[src/core/rf_fast_read_pkg.sv]
// Behaviour
// - fast multiple read returns each selected block as one 32-bit word
// - block numbers run 00h..1FFh; count field holds blocks minus one
// - at most 32 blocks, one sector; a sector crossing answers an error
// - fast multiple read needs protocol extension flag set, else error
// - fast read answers at double rate and honours the option flag
// - fast read needs subcarrier flag clear, else error
// - read request: flags, code, maker, optional UID, 16-bit first, 8-bit count
// - with option flag each block is preceded by a security status byte
// - status bit 0 is the sector lock; top three bits read zero
// - read errors set error flag with code 03h, 10h or 15h
// - busy mode drives activity pin low from SOF to response end
// - write-in-progress mode leaves activity pin released for these commands
// - initiated inventory is ignored unless the armed flag is set
// - initiated inventory needs inventory flag set and runs anticollision
// - inventory request: flags, code, maker, optional AFI, mask length, mask
// - any error in initiated inventory gives no response
// - inventory and initiate answer flags, DSFID, 64-bit UID
// - in busy mode pin stays low until power-off or the end of the next request if slot never comes
// - initiate sets armed flag and answers only in ready state
// - initiate only non-addressed, select and address clear; errors silent
// - power loss clears the armed flag
package rf_fast_read_pkg;
	localparam logic [7:0] CMD_FAST_READ = 8'hC3;
	localparam logic [7:0] CMD_INV_INIT = 8'hD1;
	localparam logic [7:0] CMD_INITIATE = 8'hD2;
	localparam int FL_SUBCARRIER = 0;
	localparam int FL_INVENTORY = 2;
	localparam int FL_PROT_EXT = 3;
	localparam int FL_SELECT = 4;
	localparam int FL_AFI = 4;
	localparam int FL_ADDRESS = 5;
	localparam int FL_ONE_SLOT = 5;
	localparam int FL_OPTION = 6;
	localparam logic [7:0] RSP_OK = 8'h00;
	localparam logic [7:0] RSP_ERR = 8'h01;
	localparam logic [7:0] ERR_OPTION = 8'h03;
	localparam logic [7:0] ERR_ADDR = 8'h10;
	localparam logic [7:0] ERR_RDPROT = 8'h15;
	localparam logic [8:0] BLK_LAST = 9'h1FF;
	localparam logic [8:0] SECTOR_LAST = 9'h01F;
	localparam int SECTOR_LSB = 5;
	localparam int UID_LSB = 24;
	localparam logic [3:0] OFS_NOUID = 4'h3;
	localparam logic [3:0] OFS_UID = 4'hB;
	localparam logic [4:0] RD_TAIL = 5'h3;
	localparam logic [4:0] HDR_BYTES = 5'h3;
	localparam logic [7:0] MASK_MAX = 8'h40;
	localparam logic [7:0] MASK_MAX16 = 8'h3C;
	localparam logic [3:0] IDENT_BYTES = 4'hA;
	localparam logic [3:0] ERR_BYTES = 4'h2;
	localparam logic [3:0] REG_CFG = 4'h0;
	localparam logic [3:0] REG_STATUS = 4'h4;
	localparam int CFG_BUSY = 0;
	localparam int CFG_DSFID = 8;
	localparam int CFG_AFI = 16;
	localparam int ST_ARMED = 0;
	localparam int ST_ACTIVE = 1;
	localparam int ST_SLOT = 2;
	localparam int ST_ERR = 8;
	localparam logic CFG_BUSY_RST = 1'b1;
endpackage : rf_fast_read_pkg

[src/core/rf_fast_read.sv]
`timescale 1ns/1ns
module rf_fast_read #(
	parameter logic [7:0] MFG_CODE = 8'h5A, // arbitrary value
	parameter int BUF_DEPTH = 16
) (
	// clock and reset
	input wire logic clk_sys,
	input wire logic rst,
	input wire logic ce,
	// register port
	input wire logic [3:0] regAddr,
	input wire logic [31:0] regWdata,
	input wire logic regWr,
	input wire logic regRd,
	output logic [31:0] regRdata,
	// request bytes from the rf receiver
	input wire logic reqSof,
	input wire logic reqValid,
	input wire logic [7:0] reqByte,
	input wire logic reqEof,
	input wire logic reqCrcOk,
	// response bytes to the rf transmitter
	input wire logic rspReady,
	output logic rspValid,
	output logic [7:0] rspByte,
	output logic rspStart,
	output logic rspLast,
	output logic rspFast,
	// memory read port
	output logic memRd,
	output logic [8:0] memAddr,
	input wire logic [31:0] memData,
	input wire logic memLocked,
	input wire logic [3:0] memSecCtl,
	input wire logic memRdProt,
	// tag state
	input wire logic [63:0] uid,
	input wire logic tagReady,
	input wire logic fastInitSet,
	input wire logic slotMarker,
	input wire logic rfPowerOff,
	// activity pin, open drain
	output logic actOut,
	output logic actOe
);
	if (BUF_DEPTH < 14 || BUF_DEPTH > 30) begin : g_chk
		$error("BUF_DEPTH must be 14..30");
	end

	localparam int UID_BYTES_HI = 10;
	typedef enum logic [2:0] {S_IDLE, S_RECV, S_FETCH, S_LOAD, S_RESP, S_SLOT} state_e;
	typedef struct packed {
		state_e state;
		logic [BUF_DEPTH-1:0][7:0] reqBuf;
		logic [4:0] cnt;
		logic [79:0] sh;
		logic [3:0] left;
		logic [5:0] blkLeft;
		logic [8:0] blkAddr;
		logic [3:0] sector;
		logic opt;
		logic first;
		logic lastChunk;
		logic [7:0] cmd;
		logic [3:0] slotCnt;
		logic [3:0] mySlot;
		logic armed;
		logic active;
		logic busyMode;
		logic [7:0] dsfid;
		logic [7:0] afi;
		logic [7:0] lastErr;
		logic [1:0] pwr;
		logic rspValid;
		logic rspStart;
		logic rspLast;
		logic rspFast;
		logic memRd;
		logic [8:0] memAddr;
		logic actOut;
		logic actOe;
		logic [31:0] regRdata;
	} st_s;

	st_s r;
	st_s next_r;

	always_comb begin
		logic [7:0] fl;
		logic [3:0] ro;
		logic [3:0] mo;
		logic [15:0] fb;
		logic [7:0] nb;
		logic [7:0] ml;
		logic [63:0] mval;
		logic [63:0] mones;
		logic [63:0] suid;
		logic [39:0] w40;
		logic [7:0] stat;
		logic [4:0] need;
		logic [7:0] ecode;
		logic [9:0] endBlk;
		logic [8:0] secEnd;
		logic inv;
		fl = r.reqBuf[0];
		ro = fl[rf_fast_read_pkg::FL_ADDRESS] ? rf_fast_read_pkg::OFS_UID
			: rf_fast_read_pkg::OFS_NOUID;
		fb = {r.reqBuf[ro+4'h1], r.reqBuf[ro]};
		nb = r.reqBuf[ro+4'h2];
		mo = fl[rf_fast_read_pkg::FL_AFI] ? 4'h4 : 4'h3;
		ml = r.reqBuf[mo];
		mval = 64'(r.reqBuf >> ({4'h0, mo} * 8'h08 + 8'h08));
		mones = (ml >= rf_fast_read_pkg::MASK_MAX) ? '1 : ((64'h1 << ml) - 64'h1);
		suid = uid >> ml;
		need = 5'(mo) + 5'h1 + 5'((9'(ml) + 9'h7) >> 3);
		endBlk = 10'(fb[8:0]) + 10'(nb);
		secEnd = 9'(fb[rf_fast_read_pkg::SECTOR_LSB-1:0]) + 9'(nb);
		stat = {3'b000, memSecCtl, memLocked};
		w40 = r.opt ? {memData, stat} : {8'h00, memData};
		ecode = 8'h00;
		inv = 1'b0;
		next_r = r;
		if (ce) begin
			next_r.pwr = {r.pwr[0], rfPowerOff};
			next_r.memRd = 1'b0;
			next_r.regRdata = '0;
			if (regWr && regAddr == rf_fast_read_pkg::REG_CFG) begin
				next_r.busyMode = regWdata[rf_fast_read_pkg::CFG_BUSY];
				next_r.dsfid = regWdata[rf_fast_read_pkg::CFG_DSFID +: 8];
				next_r.afi = regWdata[rf_fast_read_pkg::CFG_AFI +: 8];
			end
			if (regRd) begin
				case (regAddr)
					rf_fast_read_pkg::REG_CFG: begin
						next_r.regRdata[rf_fast_read_pkg::CFG_BUSY] = r.busyMode;
						next_r.regRdata[rf_fast_read_pkg::CFG_DSFID +: 8] = r.dsfid;
						next_r.regRdata[rf_fast_read_pkg::CFG_AFI +: 8] = r.afi;
					end
					rf_fast_read_pkg::REG_STATUS: begin
						next_r.regRdata[rf_fast_read_pkg::ST_ARMED] = r.armed;
						next_r.regRdata[rf_fast_read_pkg::ST_ACTIVE] = r.active;
						next_r.regRdata[rf_fast_read_pkg::ST_SLOT] = (r.state == S_SLOT);
						next_r.regRdata[rf_fast_read_pkg::ST_ERR +: 8] = r.lastErr;
					end
					default: next_r.regRdata = '0;
				endcase
			end
			// clear first so any arming in the same cycle wins
			if (r.pwr[1]) begin
				next_r.armed = 1'b0;
			end
			if (fastInitSet) begin
				next_r.armed = 1'b1;
			end
			case (r.state)
				S_IDLE, S_SLOT: begin
					if (reqSof) begin
						next_r.state = S_RECV;
						next_r.cnt = '0;
						next_r.active = 1'b1;
					end else if (r.state == S_SLOT && slotMarker) begin
						next_r.slotCnt = r.slotCnt + 4'h1;
						if (r.slotCnt + 4'h1 == r.mySlot) begin
							inv = 1'b1;
						end
					end
				end
				S_RECV: begin
					if (reqValid && r.cnt != 5'(BUF_DEPTH + 1)) begin
						if (r.cnt < 5'(BUF_DEPTH)) begin
							next_r.reqBuf[r.cnt] = reqByte;
						end
						next_r.cnt = r.cnt + 5'h1;
					end
					if (reqEof) begin
						// anything not ours or silently refused just releases the pin
						next_r.state = S_IDLE;
						next_r.active = 1'b0;
						next_r.cmd = r.reqBuf[1];
						if (reqCrcOk && r.cnt >= rf_fast_read_pkg::HDR_BYTES
							&& r.reqBuf[2] == MFG_CODE) begin
							case (r.reqBuf[1])
								rf_fast_read_pkg::CMD_FAST_READ: begin
									if (!fl[rf_fast_read_pkg::FL_ADDRESS]
										|| r.reqBuf[UID_BYTES_HI:3] == uid) begin
										next_r.active = 1'b1;
										next_r.rspFast = 1'b1;
										next_r.opt = fl[rf_fast_read_pkg::FL_OPTION];
										if (r.cnt != 5'(ro) + rf_fast_read_pkg::RD_TAIL
											|| fl[rf_fast_read_pkg::FL_SUBCARRIER]
											|| !fl[rf_fast_read_pkg::FL_PROT_EXT]) begin
											ecode = rf_fast_read_pkg::ERR_OPTION;
										end else if (fb[15:9] != '0
											|| endBlk > 10'(rf_fast_read_pkg::BLK_LAST)
											|| secEnd > rf_fast_read_pkg::SECTOR_LAST) begin
											ecode = rf_fast_read_pkg::ERR_ADDR;
										end else begin
											next_r.state = S_FETCH;
											next_r.blkAddr = fb[8:0];
											next_r.blkLeft = 6'(nb) + 6'h1;
											next_r.sector = fb[8:rf_fast_read_pkg::SECTOR_LSB];
											next_r.first = 1'b1;
										end
									end
								end
								rf_fast_read_pkg::CMD_INV_INIT: begin
									if (r.armed
										&& fl[rf_fast_read_pkg::FL_INVENTORY]
										&& r.cnt == need
										&& ml <= (fl[rf_fast_read_pkg::FL_ONE_SLOT]
											? rf_fast_read_pkg::MASK_MAX
											: rf_fast_read_pkg::MASK_MAX16)
										&& (!fl[rf_fast_read_pkg::FL_AFI] || r.reqBuf[3] == 8'h00
											|| r.reqBuf[3] == r.afi)
										&& ((uid ^ mval) & mones) == '0) begin
										next_r.rspFast = 1'b0;
										next_r.active = 1'b1;
										next_r.mySlot = fl[rf_fast_read_pkg::FL_ONE_SLOT]
											? 4'h0 : suid[3:0];
										next_r.slotCnt = '0;
										if (fl[rf_fast_read_pkg::FL_ONE_SLOT] || suid[3:0] == 4'h0) begin
											inv = 1'b1;
										end else begin
											next_r.state = S_SLOT;
										end
									end
								end
								rf_fast_read_pkg::CMD_INITIATE: begin
									if (!fl[rf_fast_read_pkg::FL_SELECT]
										&& !fl[rf_fast_read_pkg::FL_ADDRESS]
										&& r.cnt == rf_fast_read_pkg::HDR_BYTES) begin
										next_r.armed = 1'b1;
										next_r.rspFast = 1'b0;
										if (tagReady) begin
											next_r.active = 1'b1;
											inv = 1'b1;
										end
									end
								end
								default: next_r.state = S_IDLE;
							endcase
						end
					end
				end
				S_FETCH: begin
					next_r.memRd = 1'b1;
					next_r.memAddr = r.blkAddr;
					next_r.state = S_LOAD;
				end
				S_LOAD: begin
					// protection is per sector, so the first block decides for all
					if (r.first && memRdProt) begin
						ecode = rf_fast_read_pkg::ERR_RDPROT;
					end else begin
						next_r.sh = {40'h0, w40} << (r.first ? 8 : 0);
						next_r.left = 4'h4 + 4'(r.opt) + 4'(r.first);
						next_r.blkLeft = r.blkLeft - 6'h1;
						next_r.blkAddr = r.blkAddr + 9'h1;
						next_r.lastChunk = (r.blkLeft == 6'h1);
						next_r.first = 1'b0;
						next_r.rspStart = r.first;
						next_r.rspValid = 1'b1;
						next_r.state = S_RESP;
					end
				end
				S_RESP: begin
					if (rspReady) begin
						next_r.sh = r.sh >> 8;
						next_r.left = r.left - 4'h1;
						next_r.rspStart = 1'b0;
						if (r.left == 4'h1) begin
							next_r.rspValid = 1'b0;
							next_r.state = r.lastChunk ? S_IDLE : S_FETCH;
							next_r.active = !r.lastChunk;
						end
					end
				end
				default: next_r.state = S_IDLE;
			endcase
			if (ecode != 8'h00) begin
				next_r.sh = {64'h0, ecode, rf_fast_read_pkg::RSP_ERR};
				next_r.left = rf_fast_read_pkg::ERR_BYTES;
				next_r.lastErr = ecode;
				next_r.lastChunk = 1'b1;
			end
			if (inv) begin
				next_r.sh = {uid, r.dsfid, rf_fast_read_pkg::RSP_OK};
				next_r.left = rf_fast_read_pkg::IDENT_BYTES;
				next_r.lastChunk = 1'b1;
			end
			if (ecode != 8'h00 || inv) begin
				next_r.state = S_RESP;
				next_r.rspValid = 1'b1;
				next_r.rspStart = 1'b1;
			end
			if (r.pwr[1]) begin
				next_r.state = S_IDLE;
				next_r.active = 1'b0;
				next_r.rspValid = 1'b0;
				next_r.rspStart = 1'b0;
			end
			next_r.rspLast = next_r.rspValid && next_r.left == 4'h1 && next_r.lastChunk;
			next_r.actOut = 1'b0;
			// write-in-progress mode never drives the pin for these commands
			next_r.actOe = next_r.busyMode && next_r.active;
		end
	end

	always_ff @(posedge clk_sys or posedge rst) begin
		if (rst) begin
			r <= '0;
			r.busyMode <= rf_fast_read_pkg::CFG_BUSY_RST;
		end else begin
			r <= next_r;
		end
	end

	assign regRdata = r.regRdata;
	assign rspValid = r.rspValid;
	assign rspByte = r.sh[7:0];
	assign rspStart = r.rspStart;
	assign rspLast = r.rspLast;
	assign rspFast = r.rspFast;
	assign memRd = r.memRd;
	assign memAddr = r.memAddr;
	assign actOut = r.actOut;
	assign actOe = r.actOe;
endmodule : rf_fast_read

[config.mk]
export PLATFORM = sky130hd
export DESIGN_NAME = rf_fast_read
export DESIGN_NICKNAME = d
export VERILOG_FILES = /design/src/core/rf_fast_read_pkg.sv /design/src/core/rf_fast_read.sv
export SDC_FILE = /design/constraint.sdc
export NUM_CORES = 1
export LEC_CHECK = 0
export BUFFER_PORTS_ARGS = -buffer_cell sky130_fd_sc_hd__buf_2
export CORE_UTILIZATION = 45
export CTS_CLUSTER_DIAMETER = 100
export CTS_CLUSTER_SIZE = 28
export DETAILED_ROUTE_END_ITERATION = 6
export HOLD_SLACK_MARGIN = 0.1
export SKIP_LAST_GASP = 1
export SYNTH_ARGS = -nofsm -noshare
export SYNTH_HDL_FRONTEND = slang
export SYNTH_SLANG_ARGS = --single-unit
[constraint.sdc]
create_clock -name clk_sys -period 12.6 [get_ports clk_sys]
set_input_delay 1.89 -clock clk_sys [delete_from_list [all_inputs] [get_ports clk_sys]]
set_output_delay 1.89 -clock clk_sys [all_outputs]
set_load 0.02 [all_outputs]
After elaboration in Yosys (flattened, before gate mapping)
Index checks and enable logic that the tools add are counted.
Word-level totals
  input bits: 160
  bits in registers: 326
  word-level logic and storage cells: 303
  output and inout port bits: 56
Cells by class
  reductions and logical operators: 55
  mux-type cells: 119
  bitwise operators: 4
  magnitude comparators: 12
  eq/ne operators: 48
  shift operators: 4
  add/sub/neg operators: 18
Operators by type and width (count)
  $mux W84: 4
  $pmux W84 S2: 1
  $bmux W8 S4: 4
  $bwmux W128: 1
  $shr A128 B7 Y64: 1
  $mux W8: 14
  $mux W99: 1
  $mux W21: 4
  $shl A40 B4 Y80: 1
  $and A64 B64 Y64: 1
  $eq A64 B64 Y1: 1
  $logic_not A64 Y1: 1
  $mux W64: 1
  $shl A1 B8 Y64 const A: 1
  $shr A64 B8 Y4: 1
  $sub A64 B1 Y64 const B: 1
  $xor A64 B64 Y64: 1
  $mux W40: 1
  $mux W19: 2
  $mux W17: 2
  $mux W3: 11
  $demux W8 S4: 1
  $pmux W8 S2: 2
  $mux W1: 31
  74 further kinds: 171

Depth between registers and ports, before layout
  depth after elaboration: 23
  depth in mapped cells: 25
  depth with buffers taken out: 18

Least setup slack after synthesis
OpenSTA, ideal clock, no wires.
  path kind: reg-to-reg
  start point: register r[208] (netlist bit)
  end point: register r[139] (netlist bit)
  library setup time: 0.127 ns
  required time: 12.473 ns
  slack: 7.803 ns
  buffers on the path: 7
  data arrival time: 4.669 ns
  stages on the path, launching flop included: 25
  clock period less this slack: 4.797 ns
  cell sequence: dfrtp_1 -> buf_6 -> buf_6 -> mux2i_4 -> inv_2 -> clkbuf_1 -> clkbuf_1 -> nand2_1 -> xnor2_1 -> ha_1 -> xor2_1 -> xnor2_1 -> nand4_1 -> nor4_1 -> nand3_1 -> a311o_1 -> nor4_1 -> nand4_1 -> nor4_1 -> and4b_1 -> buf_6 -> a21oi_1 -> buf_4 -> buf_6 -> mux2_1
Between the ends
  word-level cells in the longest chain between the ends: 18
  elaborated cells on any way between the ends: 66
  those cells by class: add/sub: 7; order compare: 4; eq/ne: 4; shift: 3; mux: 29; bitwise: 2; reduce/logical: 17
RTL lines
  start: declaration: RTL line rf_fast_read.sv:85  | st_s r;
  start signal: assignment: RTL line rf_fast_read.sv:314  | r <= next_r;
  branches (longest 18 deep; another with $sub A64 B1 Y64)
Several ways; the timed one is not identified. The select of a mux whose other input is x is not followed.
A chain may end at the register's enable or synchronous reset.

Worst setup path in the final report
  start point: register r[208] (netlist bit)
  end point: register r[191] (netlist bit)
The elaborated chain is that of the path after synthesis.

==> impl_metrics.tcl <==
set metrics [dict create \
    rsz0062_at_grt "false" \
    crit_required_ns 13.04 \
    pre_cts_ws_ns 5.02 \
    relSlewSlack_pct 20.4 \
    power_frac_comb_pct 43.3 \
    post-cts-setup-buffers 0 \
    rows 80 \
    maxCapViolations 0 \
    status "completed" \
    drtIter0Drc 2549 \
    setup_tns_ns 0 \
    die_y_um 223 \
    grt_pass1_vias 19400 \
    critical_path_arrival_ns 8.22 \
    gp_congestion 0.988 \
    seqPwrFrac_pct 36.3 \
    postRouteAntennaNets 0 \
    clock_skew_ns 0.0313 \
    tritoncts "built" \
    final_nets 2550 \
    synth-async-reset-ratio_pct 100 \
    place_area_um2 22600 \
    drc 0 \
    postCtsResizedCells 0 \
    nFillCells 4712 \
    critical_path_class "reg2reg" \
    grt_antenna_before_repair 3 \
    cts_max_level 1 \
    io_pins 216 \
    ys_seq_elements 287 \
    io_buffers 186 \
    ys_warn_count 0 \
    multi_input_area_um2 13100 \
    pwr-share-clk_pct 20.4 \
    hold_viol 0 \
    dieWidth_um 223 \
    cts_root_buf "clkbuf_16" \
    crit_fanout 97 \
    syn_area_um2 21900 \
    final_util_pct 48.3 \
    final-seq-area_um2 7190 \
    clk_path_buf_depth 3 \
    synthDistinctLibCells 95 \
    fin_area_um2 23100 \
    synth-edff-count 0 \
    cts_made_buffers 16 \
    yosysSeqAreaShare_pct 32.8 \
    insertion_delay_ns 0.55 \
    synthTopCellsByArea "dfrtp_1 (33%), mux2_2 (9.4%), xnor2_1 (5.3%), mux2i_1 (5.0%), a221oi_1 (4.5%)" \
    cp-start-kind "flop" \
    grt_pass1_wl_um 133000 \
    area_growth_pct 5.59 \
    power_density_nw_per_um2 132 \
    synth_top_cell_by_area "dfrtp_1" \
    cts.sinks 287 \
    final-setup-viol-count 0 \
    worst_pin_slew_ns 1.19 \
    num_vias 20400 \
    timing.fmax_mhz 128 \
    coreArea_um2 47800 \
    drive_gt1_share_pct 19.6 \
    p_int_uw 1750 \
    grt_overflow_total 0 \
    min_path_type "reg2reg" \
    finalPower_uw 3050 \
    start_util_pct 45.7 \
    dr.pass1.iters 6 \
    postCtsHoldBufs 0 \
    die-area_um2 49500 \
    switchingPower_uw 1300 \
    synth_top_area_share_pct 32.7 \
    endpoint_kind "flop" \
    vias_per_cell 6.83 \
    hpwl_um 67600 \
    drv_slew 0 \
    wire_per_inst_um 30.6 \
    p_sw_share_pct 42.7 \
    fin_ws_ns 4.81 \
    min_period_ns 7.79 \
    syn_avg_cell_area_um2 9.17 \
    grt_util_all_layers_pct 36.2 \
    peakVddDrop_mv 0.152 \
    grt_start_max_net_pins 98 \
    fin_crit_sh_pct 61.8 \
    ys.flop_type "dfrtp_1" \
    totalWireLength_um 91300 \
    synth_cells 2386 \
    cellLeakagePower_uw 0.0101 \
    path_clk_slew_ns 0.11 \
]
[placed cells by master, fill, tap and decap left out, types with 12 or more instances in the layout]
cell type / instances
dfrtp_1: 284
buf_2: 186
mux2_2: 183
nand2_1: 141
xnor2_1: 133
a21oi_1: 130
o21ai_0: 121
a221oi_1: 113
mux2i_1: 109
nor2_1: 80
nand3_1: 78
inv_1: 73
a22oi_1: 46
xor2_1: 42
nand4_1: 39
o22ai_1: 38
buf_4: 37
nor3_1: 34
a22o_1: 32
a221o_1: 30
and2_1: 29
ha_1: 29
a211oi_1: 25
nor4_1: 24
clkbuf_16: 17
a21o_1: 15
a31oi_1: 15
conb_1: 14
nand2b_1: 12
o211ai_1: 12
[layer usage]
metal  up-vias  share of wire, %  global-route usage [%]
met1     10300                43                    51.2
li1       8854                 -                       -
met3       170               8.1                    6.16
met4         2               3.4                    11.0
met2      1075                45                    56.5
met5         -            0.0088                       0
[power by group through the flow]
| stage | registers, µW | clock network (µW) | logic (µW) |
|---|---|---|---|
| floorplan | 1070 | 0 | 950 |
| global placement | 1120 | 0 | 1270 |
| detailed placement | 1120 | 0 | 1280 |
| CTS | 1110 | 640 | 1280 |
| global route | 1120 | 663 | 1410 |
| finish | 1110 | 623 | 1320 |
[synth_stat cells (all sizes together), types with 15 or more instances]
library cell    n
a31oi          15
a22o           32
inv            77
buf           131
a21oi         132
xor2           42
xnor2         133
o21ai         121
nor3           36
clkbuf        150
dfrtp         286
a21o           15
a221o          30
nand2         141
mux2          192
ha             29
nor2           82
nand4          39
nor4           28
a221oi        114
a22oi          47
nand3          78
a211oi         25
mux2i         112
and2           31
o22ai          38
[flip-flops by register name, indices dropped and copies added (netlist names)]
name	flops
rspStart	1
rspByte	8
regRdata	19
r	245
actOe	1
rspLast	1
rspValid	1
memAddr	9
rspFast	1
memRd	1
[kinds of logic after synthesis]
| logic type | after synthesis | synth area share, % |
|---|---|---|
| AOI/OAI and AO/OA | 683 | 22.2 |
| and+or+nand+nor | 544 | 13.2 |
| buffers and inverters | 359 | 7.70 |
| muxes | 304 | 15.1 |
| DFF | 287 | 32.8 |
| xor gates and xnor gates | 175 | 7.00 |
| adders and majority gates | 33 | 1.93 |
| other | 1 | 0.0171 |
[through the flow]
stage / hold slack (ns) / cells
floorplan: 0.449 / 2399
detailed placement: 0.465 / 2956
CTS: 0.490 / 2982
finish: 0.483 / 2984
global placement: 0.462 / 2956
global route: 0.511 / 2982
[path summary, 6_finish.rpt]
check / startpoint / depth (start not counted) / to / slack [ns]
max: r[208] / 16 / r[191] / 4.81
min: rspByte[6] / 2 / rspByte[6] / 0.48
max reg2reg: r[208] / 16 / r[191] / 4.81
min reg2reg: rspByte[6] / 2 / rspByte[6] / 0.48
max in group asynchronous: rst / 4 / r[208] / 8.87
min in group asynchronous: rst / 2 / r[70] / 1.42
[critical path: stages (launching register included)]
cell,delay (ns)
dfrtp_4,0.75
buf_4,0.53
mux2i_4,0.30
buf_4,0.37
inv_2,0.39
and3_1,0.37
nor4_2,0.50
nand4_1,0.67
nor2_2,0.43
a21oi_1,0.11
o22ai_1,0.38
nor2_1,0.10
and4b_1,0.41
a21oi_4,0.71
buf_4,0.88
nor2b_1,0.33
a22o_1,0.27
[cell type report]
class,count,area share (%)
flip-flops and latches,287,31.1
diodes,2,0.0217
multi-input cells,1753,56.7
repair buffers,223,5.23
inverters,78,1.30
well taps,615,3.33
clock inverters,5,0.395
clock buffers,21,1.95
No activity file was read; power rests on OpenSTA's default activity.
